--- src/logic/host_port_map.svh ---
// Offsets, field positions, reset values and address windows of the host port
// Operation
// - The host sees a 768 Kbyte instruction RAM mirror whose real target depends on the boot pins.
// - With both boot pins low the host port is off and the mirror has no target.
// - With high pin low and low pin high the mirror is reserved and host accesses to it are refused.
// - With the high boot pin set, mirror accesses go to the instruction RAM whatever the low pin is.
// - The network controller window is open only in the synchronous SRAM connection mode.
// - The upper 52 Kbytes of the peripheral register area are mapped into host space.
// - Bit 1 of the host bus control register turns advance reading of the mirror off (0) or on (1).
// - The mirror spans host 00 0000H to 0B FFFFH, internal 0000 0000H to 000B FFFFH.
// - Advance reading is chosen by the bus control bit and page reading by the page control bit.
// - Bit 1 of the page ROM control register picks SRAM reading (0) or page ROM reading (1).
// - A read of the last 16 bytes of the mirror with advance reading on drives the host error pin.
`ifndef HOST_PORT_MAP_SVH
`define HOST_PORT_MAP_SVH

`define REG_BUS_CTRL 8'h00
`define REG_PAGE_CTRL 8'h04
`define REG_IRQ_STATUS 8'h08
`define REG_IRQ_MASK 8'h0C
`define REG_PORT_STATUS 8'h10

`define PREFETCH_EN_BIT 1
`define PAGE_SEL_BIT 1

`define IRQ_REFUSED_BIT 0
`define IRQ_TAIL_BIT 1
`define IRQ_W 2

`define ST_BOOT_LOW_BIT 0
`define ST_BOOT_HIGH_BIT 1
`define ST_SYNC_MODE_BIT 2
`define ST_BUSY_BIT 3
`define ST_BUF_VALID_BIT 4

`define CTRL_RESET 1'h0
`define PAGE_RESET 1'h0
`define IRQ_RESET 2'h0

`define MIRROR_SIZE 24'h0C0000
`define MIRROR_TAIL 24'h0BFFF0
`define MIRROR_WORDS 22'h030000
`define IRAM_INT_BASE 32'h00000000
`define PERI_SIZE 24'h00D000

`endif

--- src/logic/host_port_pkg.sv ---
// Types shared by the host port files
package host_port_pkg;
  typedef enum logic [1:0] {
    TGT_IRAM,
    TGT_PERI,
    TGT_NET
  } target_t;

  typedef enum logic [1:0] {
    ST_IDLE,
    ST_FETCH,
    ST_RESPOND,
    ST_PREFETCH
  } state_t;
endpackage

--- src/logic/pin_sync.sv ---
// Two-stage synchroniser for a group of pin inputs
`timescale 1ns/10ps
module pin_sync #(
  parameter int W = 1,
  parameter logic [W-1:0] RST_VAL = '0
) (
  // Clock and reset
  input wire logic clk_i,
  input wire logic rst_i,
  // Pins in, synchronised out
  input wire logic [W-1:0] d_i,
  output logic [W-1:0] q_o
);
  logic [W-1:0] meta_q;
  logic [W-1:0] q_q;

  always_ff @(posedge clk_i) begin
    if (rst_i) begin
      meta_q <= RST_VAL;
      q_q <= RST_VAL;
    end else begin
      meta_q <= d_i;
      q_q <= meta_q;
    end
  end

  assign q_o = q_q;
endmodule // pin_sync

--- src/logic/prefetch_buf.sv ---
// One-word advance read buffer for the mirror
`timescale 1ns/10ps
module prefetch_buf #(
  parameter int AW = 22,
  parameter int DW = 32
) (
  // Clock and reset
  input wire logic clk_i,
  input wire logic rst_i,
  // Fill and flush
  input wire logic load_i,
  input wire logic flush_i,
  input wire logic [AW-1:0] addr_i,
  input wire logic [DW-1:0] data_i,
  // Contents
  output logic valid_o,
  output logic [AW-1:0] addr_o,
  output logic [DW-1:0] data_o
);
  logic valid_q;
  logic [AW-1:0] addr_q;
  logic [DW-1:0] data_q;

  // Load wins over flush
  always_ff @(posedge clk_i) begin
    if (rst_i) begin
      valid_q <= 1'b0;
    end else if (load_i) begin
      valid_q <= 1'b1;
    end else if (flush_i) begin
      valid_q <= 1'b0;
    end
  end

  always_ff @(posedge clk_i) begin
    if (rst_i) begin
      addr_q <= '0;
      data_q <= '0;
    end else if (load_i) begin
      addr_q <= addr_i;
      data_q <= data_i;
    end
  end

  assign valid_o = valid_q;
  assign addr_o = addr_q;
  assign data_o = data_q;
endmodule // prefetch_buf

--- src/logic/host_port_mirror_read.sv ---
// Host port decode, boot-mode routing and mirror advance reading
`timescale 1ns/10ps
`include "host_port_map.svh"
module host_port_mirror_read #(
  parameter logic [23:0] PERI_HOST_BASE = 24'h0C0000,
  parameter logic [31:0] PERI_INT_BASE = 32'h40000000,
  parameter logic [23:0] NET_HOST_BASE = 24'h100000,
  parameter logic [23:0] NET_SIZE = 24'h100000,
  parameter logic [31:0] NET_INT_BASE = 32'h50000000
) (
  // Clock and reset
  input wire logic clk_i,
  input wire logic rst_i,
  // Wishbone register slave
  input wire logic wb_cyc_i,
  input wire logic wb_stb_i,
  input wire logic wb_we_i,
  input wire logic [7:0] wb_adr_i,
  input wire logic [3:0] wb_sel_i,
  input wire logic [31:0] wb_dat_i,
  output logic [31:0] wb_dat_o,
  output logic wb_ack_o,
  // Interrupt
  output logic irq_o,
  // Strap and mode pins
  input wire logic boot_select_high_i,
  input wire logic boot_select_low_i,
  input wire logic sync_sram_mode_i,
  // External processor port pins
  input wire logic chip_select_n_i,
  input wire logic host_rd_n_i,
  input wire logic host_wr_n_i,
  input wire logic [23:0] host_addr_i,
  input wire logic [31:0] host_data_i,
  output logic [31:0] host_data_o,
  output logic host_data_oe_o,
  output logic host_ready_o,
  output logic host_error_out_n_o,
  // Internal bus master
  output logic mem_req_o,
  output logic mem_we_o,
  output host_port_pkg::target_t mem_target_o,
  output logic [31:0] mem_addr_o,
  output logic [31:0] mem_wdata_o,
  output logic mem_page_read_o,
  input wire logic [31:0] mem_rdata_i,
  input wire logic mem_ack_i
);
  localparam int PIN_W = 62;

  if (PERI_HOST_BASE < `MIRROR_SIZE) begin : g_bad_peri
    $error("Peripheral window overlaps the mirror");
  end
  if (NET_SIZE == 24'h000000) begin : g_bad_net
    $error("Network window size must be non-zero");
  end

  // Synchronised pins
  logic [PIN_W-1:0] pins_s;
  logic boot_hi_s;
  logic boot_lo_s;
  logic sync_mode_s;
  logic cs_n_s;
  logic rd_n_s;
  logic wr_n_s;
  logic [23:0] addr_s;
  logic [31:0] wdat_s;

  pin_sync #(
    .W(PIN_W),
    .RST_VAL({3'h0, 3'h7, 56'h0})
  ) u_pin_sync (
    .clk_i(clk_i),
    .rst_i(rst_i),
    .d_i({boot_select_high_i, boot_select_low_i, sync_sram_mode_i, chip_select_n_i, host_rd_n_i,
          host_wr_n_i, host_addr_i, host_data_i}),
    .q_o(pins_s)
  );

  assign {boot_hi_s, boot_lo_s, sync_mode_s, cs_n_s, rd_n_s, wr_n_s, addr_s, wdat_s} = pins_s;

  // Registers
  logic ctrl_pf_q;
  logic page_sel_q;
  logic [`IRQ_W-1:0] irq_stat_q;
  logic [`IRQ_W-1:0] irq_mask_q;
  logic wb_ack_q;
  logic [31:0] wb_dat_q;

  // State
  host_port_pkg::state_t state_q;
  host_port_pkg::state_t state_d;
  logic err_q;
  logic [31:0] rdata_q;
  logic pf_want_q;
  logic [21:0] pf_word_q;
  logic rd_q;
  logic mem_we_q;
  host_port_pkg::target_t mem_target_q;
  logic [31:0] mem_addr_q;
  logic [31:0] mem_wdata_q;
  logic mem_page_q;

  // Buffer
  logic buf_valid;
  logic [21:0] buf_addr;
  logic [31:0] buf_data;
  logic buf_load;
  logic buf_flush;

  // Host strobes
  wire host_rd = ~cs_n_s & ~rd_n_s;
  wire host_wr = ~cs_n_s & ~wr_n_s & rd_n_s;
  wire host_active = host_rd | host_wr;

  // Boot-mode routing
  wire port_on = boot_hi_s | boot_lo_s;
  wire mirror_ok = boot_hi_s;

  // Address windows
  wire in_mirror = addr_s < `MIRROR_SIZE;
  wire [23:0] peri_off = addr_s - PERI_HOST_BASE;
  wire [23:0] net_off = addr_s - NET_HOST_BASE;
  wire in_peri = (addr_s >= PERI_HOST_BASE) & (peri_off < `PERI_SIZE);
  wire in_net = (addr_s >= NET_HOST_BASE) & (net_off < NET_SIZE);
  wire net_ok = sync_mode_s;
  wire unmapped = ~in_mirror & ~in_peri & ~in_net;
  wire refuse = (in_mirror & ~mirror_ok) | (in_net & ~net_ok) | unmapped;

  // Advance reading decisions
  wire pf_en = ctrl_pf_q;
  wire tail_hit = in_mirror & mirror_ok & host_rd & pf_en & (addr_s >= `MIRROR_TAIL);
  wire buf_hit = pf_en & buf_valid & (buf_addr == addr_s[23:2]) & in_mirror & mirror_ok & host_rd;
  wire [21:0] next_word = addr_s[23:2] + 22'h000001;
  wire next_ok = next_word < `MIRROR_WORDS;

  wire go = (state_q == host_port_pkg::ST_IDLE) & port_on & host_active;
  wire go_refuse = go & (refuse | tail_hit);
  wire go_hit = go & ~refuse & ~tail_hit & buf_hit;
  wire go_fetch = go & ~refuse & ~tail_hit & ~buf_hit;

  // Target address
  wire host_port_pkg::target_t tgt_sel = in_mirror ? host_port_pkg::TGT_IRAM :
                                         in_peri ? host_port_pkg::TGT_PERI : host_port_pkg::TGT_NET;
  wire [31:0] int_addr = in_mirror ? (`IRAM_INT_BASE | {8'h00, addr_s}) :
                         in_peri ? (PERI_INT_BASE + {8'h00, peri_off}) :
                         (NET_INT_BASE + {8'h00, net_off});

  // Events
  wire ev_refused = go & refuse;
  wire ev_tail = go & ~refuse & tail_hit;
  wire [`IRQ_W-1:0] ev_vec = {ev_tail, ev_refused};

  // Host release after an answer
  wire released = (state_q == host_port_pkg::ST_RESPOND) & ~host_active;

  always_comb begin
    state_d = state_q;
    case (state_q)
      host_port_pkg::ST_IDLE: begin
        if (go_fetch) begin
          state_d = host_port_pkg::ST_FETCH;
        end else if (go) begin
          state_d = host_port_pkg::ST_RESPOND;
        end
      end
      host_port_pkg::ST_FETCH: begin
        if (mem_ack_i) begin
          state_d = host_port_pkg::ST_RESPOND;
        end
      end
      host_port_pkg::ST_RESPOND: begin
        if (~host_active) begin
          state_d = (pf_want_q & pf_en) ? host_port_pkg::ST_PREFETCH : host_port_pkg::ST_IDLE;
        end
      end
      host_port_pkg::ST_PREFETCH: begin
        if (mem_ack_i) begin
          state_d = host_port_pkg::ST_IDLE;
        end
      end
      default: begin
        state_d = host_port_pkg::ST_IDLE;
      end
    endcase
  end

  always_ff @(posedge clk_i) begin
    if (rst_i) begin
      state_q <= host_port_pkg::ST_IDLE;
    end else begin
      state_q <= state_d;
    end
  end

  // Request capture
  always_ff @(posedge clk_i) begin
    if (rst_i) begin
      err_q <= 1'b0;
      rd_q <= 1'b0;
      rdata_q <= 32'h00000000;
      mem_we_q <= 1'b0;
      mem_target_q <= host_port_pkg::TGT_IRAM;
      mem_addr_q <= 32'h00000000;
      mem_wdata_q <= 32'h00000000;
      mem_page_q <= 1'b0;
    end else if (go) begin
      err_q <= refuse | tail_hit;
      rd_q <= host_rd;
      rdata_q <= buf_hit ? buf_data : 32'h00000000;
      mem_we_q <= host_wr;
      mem_target_q <= tgt_sel;
      mem_addr_q <= int_addr;
      mem_wdata_q <= wdat_s;
      mem_page_q <= page_sel_q & in_mirror & host_rd;
    end else if (state_q == host_port_pkg::ST_FETCH && mem_ack_i) begin
      rdata_q <= mem_we_q ? 32'h00000000 : mem_rdata_i;
    end else if (released && pf_want_q && pf_en) begin
      mem_we_q <= 1'b0;
      mem_target_q <= host_port_pkg::TGT_IRAM;
      mem_addr_q <= `IRAM_INT_BASE | {8'h00, pf_word_q, 2'h0};
      mem_page_q <= page_sel_q;
    end
  end

  // Prefetch request
  always_ff @(posedge clk_i) begin
    if (rst_i) begin
      pf_want_q <= 1'b0;
      pf_word_q <= 22'h000000;
    end else if (go) begin
      pf_want_q <= pf_en & in_mirror & mirror_ok & host_rd & ~refuse & ~tail_hit & next_ok;
      pf_word_q <= next_word;
    end else if (released) begin
      pf_want_q <= 1'b0;
    end
  end

  assign buf_load = (state_q == host_port_pkg::ST_PREFETCH) & mem_ack_i;
  assign buf_flush = ~pf_en | (go & host_wr & in_mirror);

  prefetch_buf #(
    .AW(22),
    .DW(32)
  ) u_prefetch_buf (
    .clk_i(clk_i),
    .rst_i(rst_i),
    .load_i(buf_load),
    .flush_i(buf_flush),
    .addr_i(mem_addr_q[23:2]),
    .data_i(mem_rdata_i),
    .valid_o(buf_valid),
    .addr_o(buf_addr),
    .data_o(buf_data)
  );

  // Host and internal outputs
  assign host_ready_o = state_q == host_port_pkg::ST_RESPOND;
  assign host_data_oe_o = host_ready_o & rd_q;
  assign host_data_o = rdata_q;
  assign host_error_out_n_o = ~(host_ready_o & err_q);
  assign mem_req_o = (state_q == host_port_pkg::ST_FETCH) | (state_q == host_port_pkg::ST_PREFETCH);
  assign mem_we_o = mem_we_q;
  assign mem_target_o = mem_target_q;
  assign mem_addr_o = mem_addr_q;
  assign mem_wdata_o = mem_wdata_q;
  assign mem_page_read_o = mem_page_q;

  // Register decode
  wire wb_hit = wb_cyc_i & wb_stb_i & ~wb_ack_q;
  wire wb_wr0 = wb_hit & wb_we_i & wb_sel_i[0];
  wire sel_ctrl = wb_adr_i == `REG_BUS_CTRL;
  wire sel_page = wb_adr_i == `REG_PAGE_CTRL;
  wire sel_stat = wb_adr_i == `REG_IRQ_STATUS;
  wire sel_mask = wb_adr_i == `REG_IRQ_MASK;
  wire sel_port = wb_adr_i == `REG_PORT_STATUS;
  wire [`IRQ_W-1:0] irq_clr = (wb_wr0 & sel_stat) ? wb_dat_i[`IRQ_W-1:0] : '0;
  wire [31:0] port_status = {27'h0000000, buf_valid, state_q != host_port_pkg::ST_IDLE, sync_mode_s,
                             boot_hi_s, boot_lo_s};
  logic [31:0] rd_mux;

  always_comb begin
    rd_mux = 32'h00000000;
    if (sel_ctrl) begin
      rd_mux[`PREFETCH_EN_BIT] = ctrl_pf_q;
    end else if (sel_page) begin
      rd_mux[`PAGE_SEL_BIT] = page_sel_q;
    end else if (sel_stat) begin
      rd_mux[`IRQ_W-1:0] = irq_stat_q;
    end else if (sel_mask) begin
      rd_mux[`IRQ_W-1:0] = irq_mask_q;
    end else if (sel_port) begin
      rd_mux = port_status;
    end
  end

  always_ff @(posedge clk_i) begin
    if (rst_i) begin
      ctrl_pf_q <= `CTRL_RESET;
      page_sel_q <= `PAGE_RESET;
      irq_mask_q <= `IRQ_RESET;
    end else if (wb_wr0) begin
      if (sel_ctrl) begin
        ctrl_pf_q <= wb_dat_i[`PREFETCH_EN_BIT];
      end
      if (sel_page) begin
        page_sel_q <= wb_dat_i[`PAGE_SEL_BIT];
      end
      if (sel_mask) begin
        irq_mask_q <= wb_dat_i[`IRQ_W-1:0];
      end
    end
  end

  // Set wins over write-one clear
  always_ff @(posedge clk_i) begin
    if (rst_i) begin
      irq_stat_q <= `IRQ_RESET;
    end else begin
      irq_stat_q <= (irq_stat_q & ~irq_clr) | ev_vec;
    end
  end

  always_ff @(posedge clk_i) begin
    if (rst_i) begin
      wb_ack_q <= 1'b0;
      wb_dat_q <= 32'h00000000;
    end else begin
      wb_ack_q <= wb_hit;
      wb_dat_q <= (wb_hit & ~wb_we_i) ? rd_mux : 32'h00000000;
    end
  end

  assign wb_ack_o = wb_ack_q;
  assign wb_dat_o = wb_dat_q;
  assign irq_o = |(irq_stat_q & irq_mask_q);
endmodule // host_port_mirror_read

--- config.mk ---
export PLATFORM = sky130hd
export DESIGN_NAME = host_port_mirror_read
export DESIGN_NICKNAME = d
export VERILOG_FILES = /design/src/logic/host_port_pkg.sv /design/src/logic/pin_sync.sv /design/src/logic/prefetch_buf.sv /design/src/logic/host_port_mirror_read.sv
export VERILOG_INCLUDE_DIRS = /design/src /design/src/logic
export SDC_FILE = /design/constraint.sdc
export NUM_CORES = 1
export LEC_CHECK = 0
export ABC_CLOCK_PERIOD_IN_PS = 3200
export BUFFER_PORTS_ARGS = -buffer_cell sky130_fd_sc_hd__buf_2
export CAP_MARGIN = 20
export CORE_AREA = 3 3 127 190
export CTS_CLUSTER_SIZE = 30
export DETAILED_ROUTE_END_ITERATION = 10
export DIE_AREA = 0 0 130 193
export PLACE_DENSITY = 0.77
export SLEW_MARGIN = 20
export SYNTH_ARGS = -nofsm -noshare
export SYNTH_HDL_FRONTEND = slang
export SYNTH_HIERARCHICAL = 1
export SYNTH_SLANG_ARGS = --single-unit
--- constraint.sdc ---
create_clock -name clk_i -period 3.2 [get_ports clk_i]
set_input_delay 0.64 -clock clk_i [delete_from_list [all_inputs] [get_ports clk_i]]
set_output_delay 0.64 -clock clk_i [all_outputs]
set_load 0.01 [all_outputs]
# After elaboration in Yosys (flattened, before gate mapping)

Cells that the tools add are included.

Add/sub/neg operators: 5
Order comparisons: 7
Eq/ne operators: 13
Multiplexer cells: 37
Bitwise gates (word level): 75
Reductions and logical operators: 20

Operators by type and width:

| operator                                                                               | count |
|---|---|
| 32-bit 2-to-1 mux                                                                      | 9 |
| 31-bit by 24-bit adder with 32-bit output (first input constant)                       | 2 |
| 24-bit by 20-bit greater-or-equal comparator with 1-bit output (second input constant) | 2 |
| 1-bit bitwise AND                                                                      | 46 |
| 2-bit 2-to-1 mux                                                                       | 15 |
| 24-bit by 21-bit greater-or-equal comparator with 1-bit output (second input constant) | 1 |
| 24-bit by 16-bit less-than comparator with 1-bit output (second input constant)        | 1 |
| 24-bit by 20-bit less-than comparator with 1-bit output (second input constant)        | 1 |
| 24-bit by 21-bit less-than comparator with 1-bit output (second input constant)        | 1 |
| 24-bit by 20-bit subtractor with 24-bit output (second input constant)                 | 1 |
| 24-bit by 21-bit subtractor with 24-bit output (second input constant)                 | 1 |
| 22-bit by 1-bit adder with 22-bit output (second input constant)                       | 1 |
| 22-bit equality test                                                                   | 1 |
| 22-bit by 18-bit less-than comparator with 1-bit output (second input constant)        | 1 |
| 1-bit inverter                                                                         | 18 |
| 8-bit by 4-bit equality test with 1-bit output (second input constant)                 | 2 |
| 1-bit 2-to-1 mux                                                                       | 12 |
| 2-bit nonzero test                                                                     | 5 |
| 8-bit by 3-bit equality test with 1-bit output (second input constant)                 | 1 |
| 8-bit by 5-bit equality test with 1-bit output (second input constant)                 | 1 |
| 8-bit logical NOT                                                                      | 1 |
| 2-bit inequality test (second input constant)                                          | 4 |
| 2-bit one-hot mux with 4 select lines                                                  | 1 |
| 2-bit AND reduction                                                                    | 4 |
| other kinds (14)                                                                       | 25 |

Flip-flop bits (word level): 345
Input bits: 144
Output and inout bits: 138
Logic and storage cells: 182

# Logic depth before layout (Yosys ltp)

Depth in word-level cells: 13
Depth in mapped cells: 9
Depth with buffers taken out: 7

# Hierarchy

The synthesis kept the hierarchy.

Modules (own cells, without submodules):

| module                | times used | cells each | area each (sq um) | seq. area each (sq um) |
|---|---|---|---|---|
| host_port_mirror_read | 1          | 814        | 6607.6            | 2642.5 |
| pin_sync              | 1          | 261        | 3331.9            | 2482.4 |
| prefetch_buf          | 1          | 178        | 1995.7            | 1101.1 |

# Least setup slack after synthesis

Ideal clock, no wire load.

Path kind: register to register
Start point: reg u_pin_sync.q_q[53] (netlist: u_pin_sync/q_o[53])
End point: reg mem_addr_q[20] (netlist: mem_addr_o[20])
Library setup time: 0.127 ns
Data arrival time: 2.185 ns
Data required time: 3.073 ns
Slack: 0.888 ns
Cell stages (with the launch flop): 10
Buffers on the path: 2
Clock period less this slack: 2.312 ns
Cell sequence: dfxtp_1 -> buf_2 -> inv_1 -> ha_1 -> a21boi_1 -> xor2_1 -> a2111o_1 -> buf_2 -> and3_1 -> or3_1

Word-level cells in the longest chain between the ends: 6
Elaborated cells on any way between the ends: 8
Those cells by class: 1 x add/sub; 3 x order compare; 3 x mux; 1 x bitwise

RTL lines:

| item                                                              | RTL line                     | text |
|---|---|---|
| start, declared                                                   | pin_sync.sv:15               | `logic [W-1:0] q_q;` |
| start signal, assigned                                            | pin_sync.sv:23               | `q_q <= meta_q;` |
| 24-bit by 20-bit subtractor with 24-bit output                    | host_port_mirror_read.sv:122 | `wire [23:0] peri_off = addr_s - PERI_HOST_BASE;` |
| 24-bit by 16-bit less-than comparator with 1-bit output (no line) | -                            |  |
| 1-bit bitwise AND                                                 | host_port_mirror_read.sv:124 | `` wire in_peri = (addr_s >= PERI_HOST_BASE) & (peri_off < `PERI_SIZE); `` |
| 32-bit 2-to-1 mux                                                 | host_port_mirror_read.sv:146 | `in_peri ? (PERI_INT_BASE + {8'h00, peri_off}) :` |
| 32-bit 2-to-1 mux (*)                                             | host_port_mirror_read.sv:145 | `` wire [31:0] int_addr = in_mirror ? (`IRAM_INT_BASE \| {8'h00, addr_s}) : `` |
| 32-bit 2-to-1 mux (*)                                             | host_port_mirror_read.sv:207 | `end else if (go) begin` |
| end signal, assigned                                              | host_port_mirror_read.sv:213 | `mem_addr_q <= int_addr;` |
| end signal, assigned                                              | host_port_mirror_read.sv:221 | `` mem_addr_q <= `IRAM_INT_BASE \| {8'h00, pf_word_q, 2'h0}; `` |
| end, declared                                                     | host_port_mirror_read.sv:100 | `logic [31:0] mem_addr_q;` |

Every way passes the cells marked *; elsewhere a longest branch is shown, timed or not.
A chain may end at the register's enable or synchronous reset.

# Worst setup path in the final report

Start point: reg u_pin_sync.q_q[53] (netlist: u_pin_sync/q_o[53])
End point: reg rdata_q[7] (netlist: host_data_o[7])

Word-level cells in the longest chain between the ends: 7
Elaborated cells on any way between the ends: 8
Those cells by class: 1 x order compare; 1 x eq/ne; 2 x mux; 4 x bitwise

RTL lines:

| item                                                                                            | RTL line                     | text |
|---|---|---|
| branches (longest 2 deep; another with 24-bit by 20-bit less-than comparator with 1-bit output) | -                            |  |
| 1-bit bitwise AND (*) (3 in series)                                                             | host_port_mirror_read.sv:133 | `wire buf_hit = pf_en & buf_valid & (buf_addr == addr_s[23:2]) & in_mirror & mirror_ok & host_rd;` |
| 32-bit 2-to-1 mux (*)                                                                           | host_port_mirror_read.sv:210 | `rdata_q <= buf_hit ? buf_data : 32'h00000000;` |
| 32-bit 2-to-1 mux (*)                                                                           | host_port_mirror_read.sv:207 |  |
| end signal, assigned                                                                            | host_port_mirror_read.sv:210 |  |
| end signal, assigned                                                                            | host_port_mirror_read.sv:217 | `rdata_q <= mem_we_q ? 32'h00000000 : mem_rdata_i;` |
| end, declared                                                                                   | host_port_mirror_read.sv:94  | `logic [31:0] rdata_q;` |

Every way passes the cells marked *.

==> metrics.md <==
| Metric | Value |
|---|---|
| Outcome | `complete, no violations` |
| Initial antenna violation count | `0` |
| Clock Latency Late Sink | `0.55 ns` |
| DR WL/cell | `15.6 µm` |
| Standard-cell rows | `67` |
| Number of global-route vias before repair | `8634` |
| Worst slew margin | `38.9%` |
| IO Port Bufs | `215` |
| Yosys top cell by area | `dfxtp_1` |
| Combinational power share | `5.7%` |
| Post-DP HPWL | `17900 µm` |
| Synth Register Bits | `311` |
| CP startpoint kind | `register` |
| Clock skew | `0.0221 ns` |
| Hold path start | `host_wr_n_i` |
| CP Data Required Time | `3.67 ns` |
| First-pass GRT wire length | `42800 µm` |
| Drt drc | `0` |
| Seq/Total Area, Yosys | `52.2%` |
| R2r setup slk | `0.54 ns` |
| CP max FO | `32` |
| CP dominant cell by count | `nand4_1` |
| Max Fclk | `376 MHz` |
| Crit-path cells | `inv_1, ha_1, a21boi_1, nand4_1, nor4_4, buf_4, nand4_1, a21oi_1` |
| Worst reg2reg endpoint | `host_data_o[7]` |
| Total Routing Usage GR | `20.6%` |
| Buf/Inv on CP | `2` |
| Cell count along the critical path | `8` |
| Tightest Pin Transition | `0.914 ns` |
| Final hold vios | `0` |
| Mapped Cells | `1253` |
| Fin crit period | `2.66 ns` |
| Psw | `1.72 mW` |
| Fin crit share | `83.2%` |
| Reg2Reg Depth | `8` |
| Starting Density | `52.9%` |
| Post-route ant nets | `0` |
| Area Growth Syn to Fin | `16.1%` |
| Pwr per Cell Area | `564 nW/µm²` |
| Fillcell total | `1894` |
| CTS root buf | `clkbuf_16` |
| Max Cap Violations | `0` |
| 1st-pass router iterations | `5` |
| CTS tree | `yes` |
| DRT iter0 DRCs | `463` |
| Layout Utilization | `61.4%` |
| Post-synth top cells | `311 x dfxtp_1, 126 x nand2_1, 119 x nor2b_1, 117 x nor2_1, 90 x a21oi_1` |
| Worst Path Arrival | `3.14 ns` |
| Total CTS buffers | `27` |
| Die H | `193 µm` |
| CP Capture Type | `register` |
| Hold EP | `u_pin_sync/meta_q[56]` |
| Fin Setup TNS | `0 ns` |
| Sink Count | `311` |
| Setup Buffers After CTS | `0` |
| Worst min path class | `in2reg` |
| Slowest cell on the critical path | `a21boi_1` |
| Crit-path leading delay family | `simple AND/OR/NAND/NOR gates` |
| Clock transition at path regs | `0.07 ns` |
| Syn avg cell area | `9.53 µm²` |
| Post-synth top area share | `52.2%` |
| Full die area | `25100 µm²` |
| I/O pins | `282` |
| Sw Share | `22.0%` |
| Ys flop type | `dfxtp_1` |
| Hold_ws | `0.275 ns` |
| Peak VDD IR | `0.491 mV` |
| Clock network power share | `42.9%` |
| Max Slew Vio Count | `0` |
| Routed vias/inst | `5.35` |
| GR Overflow Total | `0` |
| Synth top area cells | `dfxtp_1 52%, nor2b_1 6.2%, mux2i_1 5.0%` |
| Die Wd | `130 µm` |
| Routability cong. | `0.905` |
| Synth unique cells | `62` |
| CP startpoint | `u_pin_sync/q_o[53]` |
| CP max stage delay | `0.46 ns` |
| Layout cells sized above 1 | `20.1%` |
| Crit path kind | `reg2reg` |
| Core area | `22600 µm²` |
| Most common cell in the netlist | `dfxtp_1` |
| # nets final | `1576` |
| Share of power burned in registers | `51.5%` |
| Final setup fails | `0` |
| # resized after CTS | `0` |
| Largest net degree at the start of global routing | `100` |
| Synth Cell Area | `11900 µm²` |
| CTS H-tree lvls | `1` |
| WHS Path Cells | `2` |
| Number of inserted diodes | `0` |
| Clock buffer depth | `3` |
| YS warnings | `6` |
| Hold Buf Count CTS | `0` |
| Reg2reg start | `u_pin_sync/q_o[53]` |
| Total number of vias | `9193` |
| P_leak | `5.41 nW` |
| Int Pwr | `6.09 mW` |
| RSZ-0062 raised after global routing | `false` |
| Number of flops mapped to enable cells by yosys | `0` |
| DRT Wirelength | `26800 µm` |
| Share of flip-flops with an asynchronous set or reset | `0%` |
==> flip-flops by register name (all words and copies together) (netlist names), 2 cells and up <==
register               count
irq_mask_q                 2
mem_addr_o                26
state_q                    2
wb_dat_o                   5
pf_word_q                 22
u_pin_sync/q_o            62
irq_stat_q                 2
host_data_o               32
u_prefetch_buf/data_o     32
mem_wdata_o               32
u_prefetch_buf/addr_o     22
u_pin_sync/meta_q         62
==> kinds of logic (layout without fill, tap and decap cells) <==
kind of cell	count (synthesis)	after routing	share of synthesized area (%)
AND/OR/NAND/NOR	493	493	20.9
flip-flops	311	311	52.2
AO/OA/AOI/OAI	198	198	10.8
buffers and inverters	134	290	6.73
multiplexers	60	60	5.03
XOR/XNOR	47	47	3.45
adder cells (fa/ha/maj)	9	9	0.944
other	1	33	0.0314
==> cell type report <==
class / count / area [µm²] / area share [%]
clock buffers: 40 / 825 / 5.95
flip-flops and latches: 311 / 6230 / 44.9
inverters: 10 / 37.5 / 0.271
clock inverters: 7 / 106 / 0.768
repair buffers: 233 / 1260 / 9.09
multi-input cells: 840 / 5050 / 36.5
well taps: 276 / 345 / 2.49
==> power groups by stage <==
stage          Clock (mW)  Sequential (mW)  Combinational [mW]
2_1_floorplan           0             4.09               0.317
3_3_place_gp            0             4.10               0.433
5_1_grt              3.58             4.03               0.491
3_5_place_dp            0             4.11               0.441
6_report             3.35             4.02               0.442
4_1_cts              3.42             4.02               0.443
==> per-layer routing <==
layer / track usage [%] / up-vias / part of all wire [%]
met2: 37.0 / 303 / 51
met3: 3.78 / 48 / 6.6
met5: 0 / - / 0
met1: 24.6 / 4301 / 40
met4: 6.88 / 0 / 2.6
li1: - / 4541 / -
==> through the flow <==
stage	cells	instance area [µm²]	worst slack (ns)	total power [mW]
2_1_floorplan	1285	12100	0.888	4.41
3_3_place_gp	1670	12900	0.710	4.54
3_5_place_dp	1670	12900	0.639	4.55
4_1_cts	1717	13900	0.622	7.88
5_1_grt	1717	13900	0.398	8.10
6_report	1717	13900	0.538	7.81
==> cell usage in the layout (no fill, tap or decap), types with 4 or more instances in the layout <==
cell type	synthesis	routed
buf_4	35	15
a211oi_1	14	14
ha_1	9	9
nor4_1	10	8
nor2b_1	119	119
conb_1	1	33
nand3_1	20	20
and2_1	4	4
clkbuf_8	0	10
mux2i_1	60	60
a311oi_1	17	17
inv_1	10	10
a22oi_1	38	38
nand2b_1	4	4
clkbuf_16	0	27
a21oi_1	90	90
buf_2	33	214
xor2_1	16	16
nor3_1	9	9
nand2_1	126	126
and3_1	12	11
nor2_1	117	116
xnor2_1	31	31
dfxtp_1	311	311
or3_1	4	4
nand4_1	43	43
or2_1	6	6
o21ai_0	8	8
==> how the worst max path moves through the flow <==
stage / slack [ns] / to
after floorplan: 0.89 / mem_addr_o[20]
after global placement: 0.71 / host_data_o[1]
after detailed placement: 0.64 / host_data_o[7]
after CTS: 0.62 / host_data_o[7]
after global routing: 0.40 / host_data_o[7]
final: 0.54 / host_data_o[7]
No activity file was read; power rests on OpenSTA's default activity.
